===== config.mk =====
export PLATFORM = sky130hd
export DESIGN_NAME = csm_ctrl
export DESIGN_NICKNAME = d
export VERILOG_FILES = /design/src/logic/csm_pkg.sv /design/src/logic/csm_mode_dec.sv /design/src/logic/csm_ctrl.sv
export VERILOG_INCLUDE_DIRS = /design/src /design/src/logic
export SDC_FILE = /design/constraint.sdc
export NUM_CORES = 1
export LEC_CHECK = 0
export ABC_AREA = 1
export BUFFER_PORTS_ARGS = -buffer_cell sky130_fd_sc_hd__buf_2
export CAP_MARGIN = 40
export CELL_PAD_IN_SITES_DETAIL_PLACEMENT = 0
export CELL_PAD_IN_SITES_GLOBAL_PLACEMENT = 1
export CORE_MARGIN = 8
export CORE_UTILIZATION = 37
export DETAILED_ROUTE_END_ITERATION = 10
export PLACE_DENSITY = 0.84
export RECOVER_POWER = 100
export SKIP_LAST_GASP = 1
export SLEW_MARGIN = 20
export SYNTH_ARGS = -nofsm -noshare
export SYNTH_HDL_FRONTEND = slang
export SYNTH_SLANG_ARGS = --single-unit

===== constraint.sdc =====
create_clock -name core_clk -period 2.7 [get_ports core_clk]
set_clock_uncertainty 0.05 [all_clocks]
set_input_delay 0.135 -clock core_clk [delete_from_list [all_inputs] [get_ports core_clk]]
set_output_delay 0.135 -clock core_clk [all_outputs]
set_load 0.1 [all_outputs]

===== src/logic/csm_consts.svh =====
// Purpose: Constants for the processing-state and mode-select block
// Assumes: Included by bare name
// Notes: Definitions only
`ifndef CSM_CONSTS_SVH
`define CSM_CONSTS_SVH
`define CSM_MODE_W 3
`define CSM_MODE4 3'h4
`define CSM_MODE5 3'h5
`define CSM_MODE6 3'h6
`define CSM_MODE7 3'h7
`define CSM_MODE_RST 3'h7
`define CSM_VEC_W 8
`define CSM_VEC_RESET 8'h00
`define CSM_VEC_TRACE 8'h05
`define CSM_VEC_TRAP 8'h08
`define CSM_AREA_W 8
`define CSM_AREA_RST 8'hff
`endif


===== src/logic/csm_pkg.sv =====
// Purpose: Types for the processing-state and mode-select block
// Assumes: Nothing
// Notes: State codes written out
package csm_pkg;
    typedef enum logic [2:0] {
        CSM_RESET = 3'h0,
        CSM_EXCEPT = 3'h1,
        CSM_EXEC = 3'h2,
        CSM_BUSREL = 3'h3,
        CSM_PDOWN = 3'h4
    } csm_state_t;
    typedef enum logic [1:0] {
        CSM_SRC_RESET = 2'h0,
        CSM_SRC_TRACE = 2'h1,
        CSM_SRC_IRQ = 2'h2,
        CSM_SRC_TRAP = 2'h3
    } csm_src_t;
endpackage : csm_pkg


===== src/logic/csm_mode_dec.sv =====
// Purpose: Decode of latched mode straps
// Assumes: Straps already latched
// Notes: Patterns below 100 are not valid modes and fall back to single-chip
`timescale 1ns/1ps
`include "csm_consts.svh"
module csm_mode_dec
(
    input wire logic [2:0] mode_bits,
    output logic mode_valid,
    output logic rom_en,
    output logic ext_space,
    output logic init_bus16
);
    import csm_pkg::*;
    always_comb
    begin
        mode_valid = 1'b1;
        rom_en = 1'b1;
        ext_space = 1'b0;
        init_bus16 = 1'b0;
        case (mode_bits)
            `CSM_MODE4:
            begin
                rom_en = 1'b0;
                ext_space = 1'b1;
                init_bus16 = 1'b1;
            end
            `CSM_MODE5:
            begin
                rom_en = 1'b0;
                ext_space = 1'b1;
            end
            `CSM_MODE6:
            begin
                ext_space = 1'b1;
            end
            `CSM_MODE7:
            begin
                ext_space = 1'b0;
            end
            default:
            begin
                mode_valid = 1'b0;
            end
        endcase
    end
endmodule : csm_mode_dec


===== src/logic/csm_ctrl.sv =====
// Purpose: Top-level processing states and operating mode selection
// Assumes: All inputs synchronous to core_clk; area widths from bus controller
// Notes: Vector fetch is a one-cycle request; core answers with vec_done
`timescale 1ns/1ps
`include "csm_consts.svh"
// Functional notes
// - Reset pin low halts and initialises everything
// - All interrupts masked during reset
// - Reset exception starts on pin rising
// - Watchdog overflow gives same reset state
// - Every exception fetches vector and branches
// - Release bus to other master, halt CPU
// - Sleep or standby enters power-down state
// - Four modes, 4 to 7, from straps
// - Strap patterns decode ROM and bus width
// - Modes 4 to 6 allow external space
// - Area widths set by bus controller later
// - Any 16-bit area gives 16-bit bus
// - Mode 7 has no external space
module csm_ctrl
(
    input wire logic core_clk,
    input wire logic nrst,
    input wire logic clk_en,
    input wire logic reset_pin_n,
    input wire logic wdt_ovf,
    input wire logic mode_strap_bit2,
    input wire logic mode_strap_bit1,
    input wire logic mode_strap_bit0,
    input wire logic exc_req,
    input wire csm_pkg::csm_src_t exc_src,
    input wire logic [7:0] irq_vec,
    input wire logic vec_done,
    input wire logic bus_req,
    input wire logic sleep_exec,
    input wire logic hw_standby,
    input wire logic wake_req,
    input wire logic area_cfg_we,
    input wire logic [7:0] area_cfg_wide,
    output csm_pkg::csm_state_t cpu_state,
    output logic cpu_run,
    output logic periph_rst,
    output logic irq_mask_all,
    output logic vec_fetch,
    output logic [7:0] vec_num,
    output logic bus_grant,
    output logic [2:0] op_mode,
    output logic mode_valid,
    output logic rom_en,
    output logic ext_space,
    output logic bus16
);
    import csm_pkg::*;

    csm_state_t state_q;
    logic rst_hold_q;
    logic pin_prev_q;
    logic [2:0] mode_q;
    logic [7:0] area_wide_q;
    logic dec_valid;
    logic dec_rom;
    logic dec_ext;
    logic dec_bus16;
    logic in_reset;
    logic pin_rise;

    function automatic logic [7:0] vec_of(input csm_src_t src, input logic [7:0] iv);
        case (src)
            CSM_SRC_RESET: vec_of = `CSM_VEC_RESET;
            CSM_SRC_TRACE: vec_of = `CSM_VEC_TRACE;
            CSM_SRC_TRAP: vec_of = `CSM_VEC_TRAP;
            default: vec_of = iv;
        endcase
    endfunction : vec_of

    // Watchdog overflow feeds the same path as the pin
    assign in_reset = !reset_pin_n || wdt_ovf;
    assign pin_rise = reset_pin_n && !pin_prev_q;

    csm_mode_dec u_dec
    (
        .mode_bits(mode_q),
        .mode_valid(dec_valid),
        .rom_en(dec_rom),
        .ext_space(dec_ext),
        .init_bus16(dec_bus16)
    );

    always_ff @(posedge core_clk)
    begin
        if (!nrst)
            pin_prev_q <= 1'b0;
        else if (clk_en)
            pin_prev_q <= reset_pin_n;
    end

    // Watchdog reset has no pin edge, so a hold flag waits for its release
    always_ff @(posedge core_clk)
    begin
        if (!nrst)
            rst_hold_q <= 1'b1;
        else if (clk_en)
            rst_hold_q <= in_reset || (rst_hold_q && !reset_pin_n);
    end

    always_ff @(posedge core_clk)
    begin
        if (!nrst)
        begin
            state_q <= CSM_RESET;
            vec_fetch <= 1'b0;
            vec_num <= `CSM_VEC_RESET;
        end
        else if (clk_en)
        begin
            vec_fetch <= 1'b0;
            if (in_reset)
                state_q <= CSM_RESET;
            else
            begin
                case (state_q)
                    CSM_RESET:
                    begin
                        if (rst_hold_q && (pin_rise || reset_pin_n))
                        begin
                            state_q <= CSM_EXCEPT;
                            vec_fetch <= 1'b1;
                            vec_num <= `CSM_VEC_RESET;
                        end
                    end
                    CSM_EXCEPT:
                    begin
                        if (vec_done)
                            state_q <= CSM_EXEC;
                    end
                    CSM_EXEC:
                    begin
                        if (bus_req)
                            state_q <= CSM_BUSREL;
                        else if (hw_standby || sleep_exec)
                            state_q <= CSM_PDOWN;
                        else if (exc_req)
                        begin
                            state_q <= CSM_EXCEPT;
                            vec_fetch <= 1'b1;
                            vec_num <= vec_of(exc_src, irq_vec);
                        end
                    end
                    CSM_BUSREL:
                    begin
                        if (!bus_req)
                            state_q <= CSM_EXEC;
                    end
                    CSM_PDOWN:
                    begin
                        // While hw_standby is held, only reset leaves; once it drops, wake_req returns to CSM_EXEC
                        if (wake_req && !hw_standby)
                            state_q <= CSM_EXEC;
                    end
                    default:
                        state_q <= CSM_RESET;
                endcase
            end
        end
    end

    // Straps sampled only in reset; later changes are ignored by design
    always_ff @(posedge core_clk)
    begin
        if (!nrst)
            mode_q <= `CSM_MODE_RST;
        else if (clk_en && in_reset)
            mode_q <= {mode_strap_bit2, mode_strap_bit1, mode_strap_bit0};
    end

    always_ff @(posedge core_clk)
    begin
        if (!nrst)
            area_wide_q <= `CSM_AREA_RST;
        else if (clk_en)
        begin
            if (in_reset)
                area_wide_q <= dec_bus16 ? `CSM_AREA_RST : {`CSM_AREA_W{1'b0}};
            else if (area_cfg_we && state_q != CSM_RESET)
                area_wide_q <= area_cfg_wide;
        end
    end

    always_ff @(posedge core_clk)
    begin
        if (!nrst)
        begin
            cpu_state <= CSM_RESET;
            cpu_run <= 1'b0;
            periph_rst <= 1'b1;
            irq_mask_all <= 1'b1;
            bus_grant <= 1'b0;
            op_mode <= `CSM_MODE_RST;
            mode_valid <= 1'b1;
            rom_en <= 1'b1;
            ext_space <= 1'b0;
            bus16 <= 1'b0;
        end
        else if (clk_en)
        begin
            cpu_state <= state_q;
            cpu_run <= state_q == CSM_EXEC || state_q == CSM_EXCEPT;
            periph_rst <= state_q == CSM_RESET;
            irq_mask_all <= state_q == CSM_RESET;
            bus_grant <= state_q == CSM_BUSREL;
            op_mode <= mode_q;
            mode_valid <= dec_valid;
            rom_en <= dec_rom;
            ext_space <= dec_ext;
            bus16 <= dec_ext && (|area_wide_q);
        end
    end

    property p_reset_hold;
        @(posedge core_clk) disable iff (!nrst)
        (clk_en && in_reset) |=> state_q == CSM_RESET;
    endproperty
    a_reset_hold: assert property (p_reset_hold) else $error("reset did not hold state");

    property p_mask;
        @(posedge core_clk) disable iff (!nrst)
        (clk_en && state_q == CSM_RESET) |=> irq_mask_all;
    endproperty
    a_mask: assert property (p_mask) else $error("interrupts not masked in reset");

    property p_no_exc_low;
        @(posedge core_clk) disable iff (!nrst)
        (clk_en && !reset_pin_n) |=> !vec_fetch;
    endproperty
    a_no_exc_low: assert property (p_no_exc_low) else $error("exception began while pin low");

    property p_wdt;
        @(posedge core_clk) disable iff (!nrst)
        // Second enable needed, otherwise the output stage is frozen one cycle
        (clk_en && wdt_ovf) ##1 clk_en |-> state_q == CSM_RESET ##1 periph_rst;
    endproperty
    a_wdt: assert property (p_wdt) else $error("watchdog did not reset");

    property p_vec;
        @(posedge core_clk) disable iff (!nrst)
        vec_fetch |-> state_q == CSM_EXCEPT;
    endproperty
    a_vec: assert property (p_vec) else $error("vector fetch outside exception state");

    property p_busrel;
        @(posedge core_clk) disable iff (!nrst)
        (clk_en && state_q == CSM_BUSREL) |=> !cpu_run && bus_grant;
    endproperty
    a_busrel: assert property (p_busrel) else $error("bus not released or cpu running");

    property p_sleep;
        @(posedge core_clk) disable iff (!nrst)
        (clk_en && state_q == CSM_EXEC && sleep_exec && !bus_req && !in_reset) |=> state_q == CSM_PDOWN;
    endproperty
    a_sleep: assert property (p_sleep) else $error("sleep did not power down");

    property p_mode7;
        @(posedge core_clk) disable iff (!nrst)
        (clk_en && mode_q == `CSM_MODE7) |=> !ext_space && !bus16;
    endproperty
    a_mode7: assert property (p_mode7) else $error("external space in mode 7");

    property p_mode_stable;
        @(posedge core_clk) disable iff (!nrst)
        (clk_en && !in_reset) |=> $stable(mode_q);
    endproperty
    a_mode_stable: assert property (p_mode_stable) else $error("mode changed while running");
endmodule : csm_ctrl


==> results.md, run 1 <==
- Pwr/cell area: 714 mW/mm^2
- Setup CP Type: primary input to flip-flop
- Global-route wire length before repair: 7760 microns
- Setup TNS: 0 ps
- Max_cap viols: 0
- Leakage: 1.01 nW
- TritonCTS Sinks: 37
- GPL Wtd Cong: 0.763
- Post-synth EDFFs: 0
- Area Growth Syn to Fin: 20.8%
- Initial DRC Count: 73
- CTS clock-pin slew for the worst setup and hold paths: 80 ps
- Setup crit start kind: primary input
- Placed Area: 0.00207 sq mm
- Fraction of layout instances using a drive strength above 1: 17.0%
- Top post-synthesis cells by count: nand2_1, dfxtp_1, nor2_1
- Post-route cell area: 0.00216 sq mm
- Ant diodes: 0
- Synth top area cells: dfxtp_1, nand2_1, nand3_1
- Yosys reg bits: 37
- Share of the synthesized area in the top cell type: 41.5%
- Synthesized area per cell: 6.90 sq um
- Ys flop type: dfxtp_1
- Vias/cell: 4.81
- Vias: 1762
- Post-CTS Hold Fix Bufs: 0
- Headroom to the max-slew limit: 20.8%
- Core box area: 0.00469 sq mm
- Synthesized Nets: 292
- DIE WIDTH: 85.5 microns
- Vias in the first global route: 1702
- Hold Crit Class: primary input to flip-flop
- Worst-Margin Slew: 1190 ps
- DRT Wirelength: 4670 microns
- Worst vdd ir: 0.203 mV
- Flop2flop setup slack: 820 ps
- IO Port Bufs: 55
- Final count of negative-setup-slack endpoints: 0
- Worst Path Max Fanout: 17
- Setup crit end kind: flip-flop
- Post-CTS sizing: 0
- Die height: 85.5 microns
- Max Slew Vio Count: 0
- Synth warn: 0
- Post-Synthesis Cells: 259
- Period utilization: 70.4%
- Asr flop ratio synth: 0%
- Antenna violations before repair: 0
- Most common cell in the synthesized netlist: nand2_1
- Latest clock arrival within the worst-skew pair: 290 ps
- DP HPWL: 3460 microns
- Data arrival time of the critical path: 2010 ps
- I/O Pins: 56
- Pin count of the biggest net entering global routing: 33
- Rows: 25
- Grt total ovfl: 0
- Die area: 0.00731 sq mm
- Count of cell types in the netlist: 25
- H-tree Lvls: 2
- Post-CTS setup buffers: 0
- Min Clock Period, post-route: 1900 ps
- Required time worst endpoint: 2810 ps
- CTS tree: yes
- Total CTS buffers: 5
- RSZ-0062 raised after global routing: no
- Global Route Usage Sum: 13.1%
- DR pass1 iterations: 4
- Post-synth top area cell: dfxtp_1
- Max Buffers Root-to-Sink: 2
- Syn Std Cell Area: 0.00179 sq mm
- Status: finished clean
- Wire length per cell: 12.8 microns
- Sequential cell area fraction in the yosys report: 41.5%
- Highest Clock Rate: 0.526 GHz
- Antenna-violating nets left: 0
- Clk root buf: clkbuf_8
- Final Hold Fails: 0
- Post-layout net count: 344
- Initial Utilization: 38.1%
- Remaining DRCs: 0
- Total Power: 0.00154 W
stage by stage:
stage | hold WS (ps) | std cells | util (%) | setup WS [ps]
5_1_grt | 12.6 | 366 | 46.0 | 512
6_report | 4.95 | 366 | 46.0 | 799
3_5_place_dp | 316 | 358 | 44.1 | 1050
4_1_cts | 6.36 | 366 | 47.1 | 1110
3_3_place_gp | 317 | 358 | 44.1 | 1140
2_1_floorplan | 211 | 259 | - | 1140
routing by layer:
layer | vias to the layer above | GRT usage [%] | wire, microns | part of all wire (%)
li1 | 941 | - | - | -
met1 | 773 | 15.2 | 2240 | 48
met2 | 42 | 21.7 | 2080 | 45
met3 | 6 | 3.92 | 271 | 5.8
met4 | 0 | 5.73 | 73 | 1.6
met5 | - | 0 | 0 | 0
cells in the final DEF (no fill, tap or decap):
cell type,netlist,final
inv_6,0,1
nor2_1,34,37
inv_2,4,3
buf_2,2,31
bufinv_16,0,2
o31ai_1,1,1
nand3_1,28,28
nand3b_1,1,1
nand2_2,3,2
clkbuf_8,0,5
nand4_1,2,2
dfxtp_1,37,37
a211oi_1,2,2
a21oi_2,1,1
o211ai_1,7,7
inv_1,16,17
nor2_4,3,1
o21ai_0,4,4
a21oi_4,1,1
nand2_4,2,2
a21oi_1,17,17
o221ai_1,1,1
buf_4,2,1
clkbuf_1,5,24
nor2_2,4,3
nand2_1,79,80
o22ai_1,1,1
layout make-up:
type	count	area [sq um]
repair buffers	56	253
clock buffers	5	68.8
flip-flops and latches	37	741
multi-input cells	191	885
clock inverters	3	68.8
inverters	20	75.1
fillers	506	2530
well taps	54	67.6
flip-flops by register name, summed over array words and instances, names as in the netlist, 3 cells and up:
name and cells:
mode_q 3, op_mode 3, state_q 3, area_wide_q 8, vec_num 8, cpu_state 3
kinds of logic after synthesis:
logic type,synth area share [%]
buffers and inverters,7.91
AND/OR/NAND/NOR,38.3
flip-flops,41.5
AO/OA/AOI/OAI,12.3
final timing paths:
| path | to | cells after the start | from |
|---|---|---|---|
| max | area_wide_q[7] | 8 | clk_en |
| min | mode_q[2] | 3 | mode_strap_bit2 |
| max reg2reg | vec_num[7] | 8 | state_q[1] |
| min reg2reg | area_wide_q[2] | 2 | area_wide_q[2] |
report_power, final:
part | total (W) | internal, W | switching (W)
clock | 0.000587 | 0.000372 | 0.000215
sequential | 0.000610 | 0.000584 | 0.0000252
combinational | 0.000344 | 0.0000746 | 0.000269
worst max-delay path: stages:
cell,delay [ps]
clkbuf_1,510
inv_1,400
nor2_1,400
inv_1,140
nand2_2,180
inv_2,110
nand2_1,70
nand3_1,60
No activity file was read; power rests on OpenSTA's default activity.
==> run 2: changes to the inputs <==
Settings changed: ABC_AREA 1 to 0, CORE_UTILIZATION 37 to 36, PLACE_DENSITY 0.84 to 0.8.
Clock period 2.7 ns to 1.97 ns, I/O delays scaled along.
==> run 2 against run 1 <==
- global-route usage is 1.1 points lower
- sequential share of layout area is 0.45 points lower
- clock power is 14% higher
- flip-flop and latch count stayed put
- combinational power is 30% lower
- critical endpoint is now vec_num[3]
==> results.md, run 2 <==
- Status: finished clean
- CTS clock-pin slew for the worst setup and hold paths: 70 ps (about the same)
- Ant diodes: 0 (unchanged)
- Asr flop ratio synth: 0% (unchanged)
- Post-synth top area cell: dfxtp_1
- Post-synth EDFFs: 0 (unchanged)
- Cell Chain, Critical Path: or4b_1 > a2111oi_4 > buf_12 > mux2i_1 > nor2b_1
- Clk root buf: clkbuf_8
- Pwr/cell area: 780 mW/mm^2 (+9.3%)
- DIE WIDTH: 84.1 microns (-1.7%)
- Sequential cell area fraction in the yosys report: 44.4% (+3.0 points)
- Remaining DRCs: 0 (unchanged)
- Die height: 84.1 microns (-1.7%)
- Highest Clock Rate: 0.573 GHz
- Synthesized Nets: 225 (-23%)
- Max_cap viols: 0 (unchanged)
- Global-route wire length before repair: 7180 microns (-7.5%)
- Max Buffers Root-to-Sink: 2 (unchanged)
- Ys flop type: dfxtp_1
- TritonCTS Sinks: 37 (unchanged)
- Most common cell in the synthesized netlist: dfxtp_1
- Initial Utilization: 37.8% (-0.30 points)
- Headroom to the max-slew limit: 21.0% (+0.22 points)
- Global Route Usage Sum: 12.0% (-1.1 points)
- Share of the synthesized area in the top cell type: 44.4% (+3.0 points)
- Latest clock arrival within the worst-skew pair: 280 ps (about the same)
- Setup TNS: 0 ps (unchanged)
- Yosys reg bits: 37 (unchanged)
- Die area: 0.00707 sq mm (-3.3%)
- Antenna violations before repair: 0 (unchanged)
- IO Port Bufs: 55 (unchanged)
- Commonest non-fill, non-tap cells in the layout: dfxtp_1, clkbuf_1, buf_2
- Filler instances: 444 (-12%)
- Max Slew Vio Count: 0 (unchanged)
- Post-CTS setup buffers: 0 (unchanged)
- Initial DRC Count: 76 (+4.1%)
- Top post-synthesis cells by count: dfxtp_1, nand2_1, nand3_1
- Required time worst endpoint: 2090 ps (-720 ps)
- Data arrival time of the critical path: 1870 ps (-140 ps)
- Setup crit start kind: flip-flop
- RSZ-0062 raised after global routing: no
- Area Growth Syn to Fin: 31.1%
- Vias in the first global route: 1604 (-5.8%)
- Crit-path max cell delay: 580 ps (+70 ps)
- Pin count of the biggest net entering global routing: 23 (-30%)
- Post-Synthesis Cells: 192 (-26%)
- Total CTS buffers: 5 (unchanged)
- DP HPWL: 3070 microns (-11%)
- Core box area: 0.00441 sq mm (-5.9%)
- CP Buf/Inv Count: 1 (-3)
- GPL Wtd Cong: 0.803 (+5.3%)
- Post-layout net count: 293 (-15%)
- Top Family by Delay on Critical Path: simple AND/OR/NAND/NOR gates
- Hold Slack: 14.3 ps (+9.33 ps)
- Hold Crit Class: primary input to flip-flop
- Grt total ovfl: 0 (unchanged)
- Placed Area: 0.00205 sq mm (-0.97%)
- Synth top area cells: dfxtp_1, mux2i_1, nand2_1
- Worst vdd ir: 0.548 mV (+170%)
- Vias/cell: 5.08 (+5.5%)
- CP max stage cell: or4b_1
- Fraction of layout instances using a drive strength above 1: 18.4% (+1.4 points)
- H-tree Lvls: 2 (unchanged)
- Rows: 24 (-4.0%)
- Wire length per cell: 13.3 microns (+4.3%)
- Vias: 1590 (-9.8%)
- Regs by FF count: area_wide_q (8), vec_num (8)
- Syn Std Cell Area: 0.00167 sq mm (-6.7%)
- Post-CTS sizing: 0 (unchanged)
- Min Clock Period, post-route: 1750 ps
- Synth warn: 0 (unchanged)
- Period utilization: 88.6%
- Setup CP Type: flip-flop to flip-flop
- DRT Wirelength: 4160 microns (-11%)
- Count of cell types in the netlist: 40 (+60%)
- Synthesized area per cell: 8.69 sq um (+26%)
- Leakage: 0.860 nW (-15%)
- Final Hold Fails: 0 (unchanged)
- Antenna-violating nets left: 0 (unchanged)
- Setup crit end kind: flip-flop
- Cells after DPL: 298 (-17%)
- Post-route cell area: 0.00219 sq mm (+1.3%)
- Final cell count without fillers: 313 (-14%)
- Post-CTS Hold Fix Bufs: 7 (+7)
- I/O Pins: 56 (unchanged)
- CTS tree: yes
- DR pass1 iterations: 4 (unchanged)
- Worst Path Max Fanout: 13 (-4)
- Final count of negative-setup-slack endpoints: 0 (unchanged)
- Worst-Margin Slew: 1190 ps (-3.30 ps)
- Most common cell after layout, fill and taps aside: dfxtp_1
-- run 2: logic make-up (layout without fill, tap and decap cells) --
logic type	after synthesis	after routing	synth area share [%]
flip-flops	37	37	44.4
buffers and inverters	16	85	4.28
multiplexers	9	9	5.40
XOR/XNOR	1	1	0.525
AND/OR/NAND/NOR	79	79	25.1
AO/OA/AOI/OAI	50	50	20.3
-- run 2: tightest hold or removal path, stage by stage --
cell and delay (ps):
buf_2 80, nand3_1 60, nand3_1 70
-- run 2: cell type report --
class / instances / area, sq um / share of cell area [%]
multi-input combinational: 139 / 856 / 39.1
sequential: 37 / 741 / 33.9
timing repair buffer: 74 / 398 / 18.2
clock buffer: 7 / 86.3 / 3.95
tap: 52 / 65.1 / 2.97
clock inverter: 1 / 30.0 / 1.37
inverter: 3 / 11.3 / 0.515
-- run 2: per-layer routing --
| layer | global-route usage, % | vias to the layer above | wire length, microns |
|---|---|---|---|
| met3 | 5.27 | 2 | 287 |
| met4 | 3.77 | 0 | 19 |
| met5 | 0 | - | 0 |
| met2 | 19.4 | 45 | 1900 |
| met1 | 13.7 | 725 | 1950 |
| li1 | - | 818 | - |
-- run 2: worst paths after layout --
kind	endpoint	slack [ps]	cells past startpoint	from
setup / recovery	vec_num[3]	220	5	state_q[0]
hold / removal	mode_q[2]	10	3	mode_strap_bit2
setup reg to reg	vec_num[3]	220	5	state_q[0]
hold reg to reg	mode_valid	400	2	mode_valid
-- run 2: where the power goes --
group | leakage, nW | internal [W] | switching (W)
Sequential | 0.303 | 0.000777 | 0.0000172
Clock | 0.0585 | 0.000413 | 0.000258
Combinational | 0.499 | 0.0000850 | 0.000155
Total | 0.860 | 0.00128 | 0.000431
-- run 2: per-stage QoR --
stage	total power [W]	setup slack, ps	utilization (%)
after floorplan	0.000972	224	-
after global placement	0.00105	201	46.5
after detailed placement	0.00105	185	46.5
after CTS	0.00173	209	50.7
after global routing	0.00178	78.9	49.5
final	0.00171	224	49.5
==> run 3: changes to the inputs <==
Settings changed: CORE_UTILIZATION 36 to 37, CTS_BUF_LIST set to sky130_fd_sc_hd__clkbuf_2 sky130_fd_sc_hd__clkbuf_4 sky130_fd_sc_hd__clkbuf_8, PLACE_DENSITY 0.8 to 0.81.
==> run 3 against run 2 <==
- setup slack worse by 13 ps
- sequential power hardly changed
- global-route usage is 0.69 points higher
- flip-flop and latch count stayed put
- non-clock buffer count is 2 lower
- sequential share of layout area is 0.63 points higher
- combinational power hardly changed
- largest power group unchanged
- highest routed layer unchanged
- first-iteration DRC count is 46% higher
==> results.md, run 3 (synthesis results as in run 2) <==
- Sequential power share: 50.5% (+3.9 points)
- Area Growth Syn to Fin: 28.7%
- Pint: 0.00115 W (-9.5%)
- Hold Crit Class: primary input to flip-flop
- Fraction of layout instances using a drive strength above 1: 19.7% (+1.3 points)
- Ant diodes: 0 (unchanged)
- Clock power frac: 34.2% (-5.1 points)
- Cell count of the worst hold path: 3 (unchanged)
- Final Hold Fails: 0 (unchanged)
- Most common cell after layout, fill and taps aside: dfxtp_1
- CP max stage cell: or4b_1
- Antenna violations before repair: 0 (unchanged)
- Highest Clock Rate: 0.568 GHz (-0.77%)
- Min-delay src: mode_strap_bit1
- Data arrival time of the critical path: 1890 ps (+20 ps)
- Post-CTS setup buffers: 0 (unchanged)
- Commonest non-fill, non-tap cells in the layout: dfxtp_1, buf_2, clkbuf_1
- Core box area: 0.00435 sq mm (-1.4%)
- Period utilization: 89.3% (+0.68 points)
- DIE WIDTH: 83.1 microns (-1.1%)
- Latest clock arrival within the worst-skew pair: 280 ps (about the same)
- Max Buffers Root-to-Sink: 2 (unchanged)
- Hold Slack: 9.64 ps (-4.63 ps)
- Comb power frac: 15.3% (+1.2 points)
- Setup crit start kind: flip-flop
- Pin count of the biggest net entering global routing: 23 (unchanged)
- Final count of negative-setup-slack endpoints: 0 (unchanged)
- R2R Path End: vec_num[0]
- Leakage: 0.849 nW (-1.3%)
- Die area: 0.00691 sq mm (-2.2%)
- Antenna-violating nets left: 0 (unchanged)
- Total CTS buffers: 5 (unchanged)
- Worst Path Max Fanout: 13 (unchanged)
- R2R cell count: 5 (unchanged)
- Vias/cell: 5.08 (about the same)
- Pwr/cell area: 734 mW/mm^2 (-5.8%)
- TritonCTS Sinks: 37 (unchanged)
- Grt total ovfl: 0 (unchanged)
- I/O Pins: 56 (unchanged)
- DP HPWL: 3260 microns (+6.3%)
- GPL Wtd Cong: 0.794 (-1.1%)
- Setup TNS: 0 ps (unchanged)
- Die height: 83.1 microns (-1.1%)
- Regs by FF count: area_wide_q (8), vec_num (8)
- Met1 GRT Util: 15.0% (+1.3 points)
- CTS tree: yes
- Max_cap viols: 0 (unchanged)
- Cell Chain, Critical Path: or4b_1 > a2111oi_4 > buf_12 > mux2i_1 > nor2b_1
- RSZ-0062 raised after global routing: no
- Vias: 1580 (-0.63%)
- Switching part of the total: 26.8% (+1.5 points)
- Min Clock Period, post-route: 1760 ps (+13.5 ps)
- Grt met3 use: 3.91% (-1.4 points)
- Reg2reg start: state_q[0]
- Setup crit end kind: flip-flop
- Setup CP Type: flip-flop to flip-flop
- Clk root buf: clkbuf_8
- Headroom to the max-slew limit: 20.7% (-0.29 points)
- Initial DRC Count: 111 (+46%)
- Rows: 24 (unchanged)
- Status: finished clean
- M2 GR Usage: 20.7% (+1.2 points)
- CTS clock-pin slew for the worst setup and hold paths: 70 ps (about the same)
- Max Slew Vio Count: 0 (unchanged)
- Vias in the first global route: 1603 (-0.062%)
- DR pass1 iterations: 4 (unchanged)
- Wire length per cell: 14.0 microns (+5.4%)
- Worst vdd ir: 0.365 mV (-33%)
- P_sw: 0.000422 W (-1.9%)
- DRT Wirelength: 4360 microns (+4.7%)
- IO Port Bufs: 55 (unchanged)
- Remaining DRCs: 0 (unchanged)
- Flop2flop setup slack: 210 ps (about the same)
- Filler instances: 437 (-1.6%)
- Global routing's busiest layer: met2
- Crit-path max cell delay: 590 ps (about the same)
- Global-route wire length before repair: 7420 microns (+3.5%)
- Post-layout net count: 291 (-0.68%)
- Hold Path End: mode_q[1]
- Global Route Usage Sum: 12.7% (+0.69 points)
- H-tree Lvls: 2 (unchanged)
- Initial Utilization: 38.3% (+0.52 points)
- Required time worst endpoint: 2100 ps (about the same)
- Worst-Margin Slew: 1190 ps (+4.30 ps)
==> run 3: final cells by class <==
type                       instances  area (sq um)  area share [%]
clock buffer                       8          91.3            4.25
inverter                           3          11.3           0.524
multi-input combinational        139           856            39.9
sequential                        37           741            34.5
tap                               52          65.1            3.03
timing repair buffer              72           383            17.8
==> run 3: routing by layer <==
metal | wire (microns) | vias up | part of all wire (%)
li1 | - | 818 | -
met1 | 2010 | 720 | 46
met2 | 2100 | 38 | 48
met3 | 208 | 4 | 4.8
met4 | 48 | 0 | 1.1
met5 | 0 | - | 0
==> run 3: worst max path at each step <==
| stage | from | end | slack (ps) | cells after the start |
|---|---|---|---|---|
| final | state_q[0] | vec_num[0] | 210 | 5 |
| after global routing | state_q[0] | state_q[2] | 130 | 6 |
| after floorplan | state_q[1] | state_q[2] | 220 | 4 |
| after global placement | bus_req | vec_num[2] | 210 | 6 |
| after CTS | state_q[0] | vec_num[0] | 210 | 5 |
| after detailed placement | bus_req | vec_num[0] | 180 | 6 |
==> run 3: stage by stage <==
stage                     util (%)  power (W)  setup slack (ps)  std cells  cell area (sq um)
after detailed placement      47.1    0.00105               176        298               2050
after global routing          49.3    0.00165               130        311               2150
after CTS                     50.3    0.00160               215        311               2190
after floorplan                  -   0.000972               224        192               1670
final                         49.3    0.00158               211        311               2150
after global placement        47.1    0.00105               210        298               2050
==> run 3: what timing repair did <==
action,4_1_cts,5_1_grt
endpoints found under the setup margin,0,0
hold endpoints to repair,5,0
hold buffers,5,0
resized for setup,0,0
==> run 3: worst max-delay path: cells and delay by family, from the launching register on <==
kind | cells | cell delay [ps]
flops | 1 | 310
buf+inv | 1 | 180
compound gates | 1 | 270
mux | 1 | 190
simple gates | 2 | 650
==> run 3: power by group through the flow <==
stage	registers, W	logic [W]	clock network, W
6_report	0.000796	0.000241	0.000540
5_1_grt	0.000800	0.000265	0.000587
4_1_cts	0.000796	0.000249	0.000554
3_5_place_dp	0.000813	0.000240	0
3_3_place_gp	0.000812	0.000238	0
2_1_floorplan	0.000874	0.0000987	0
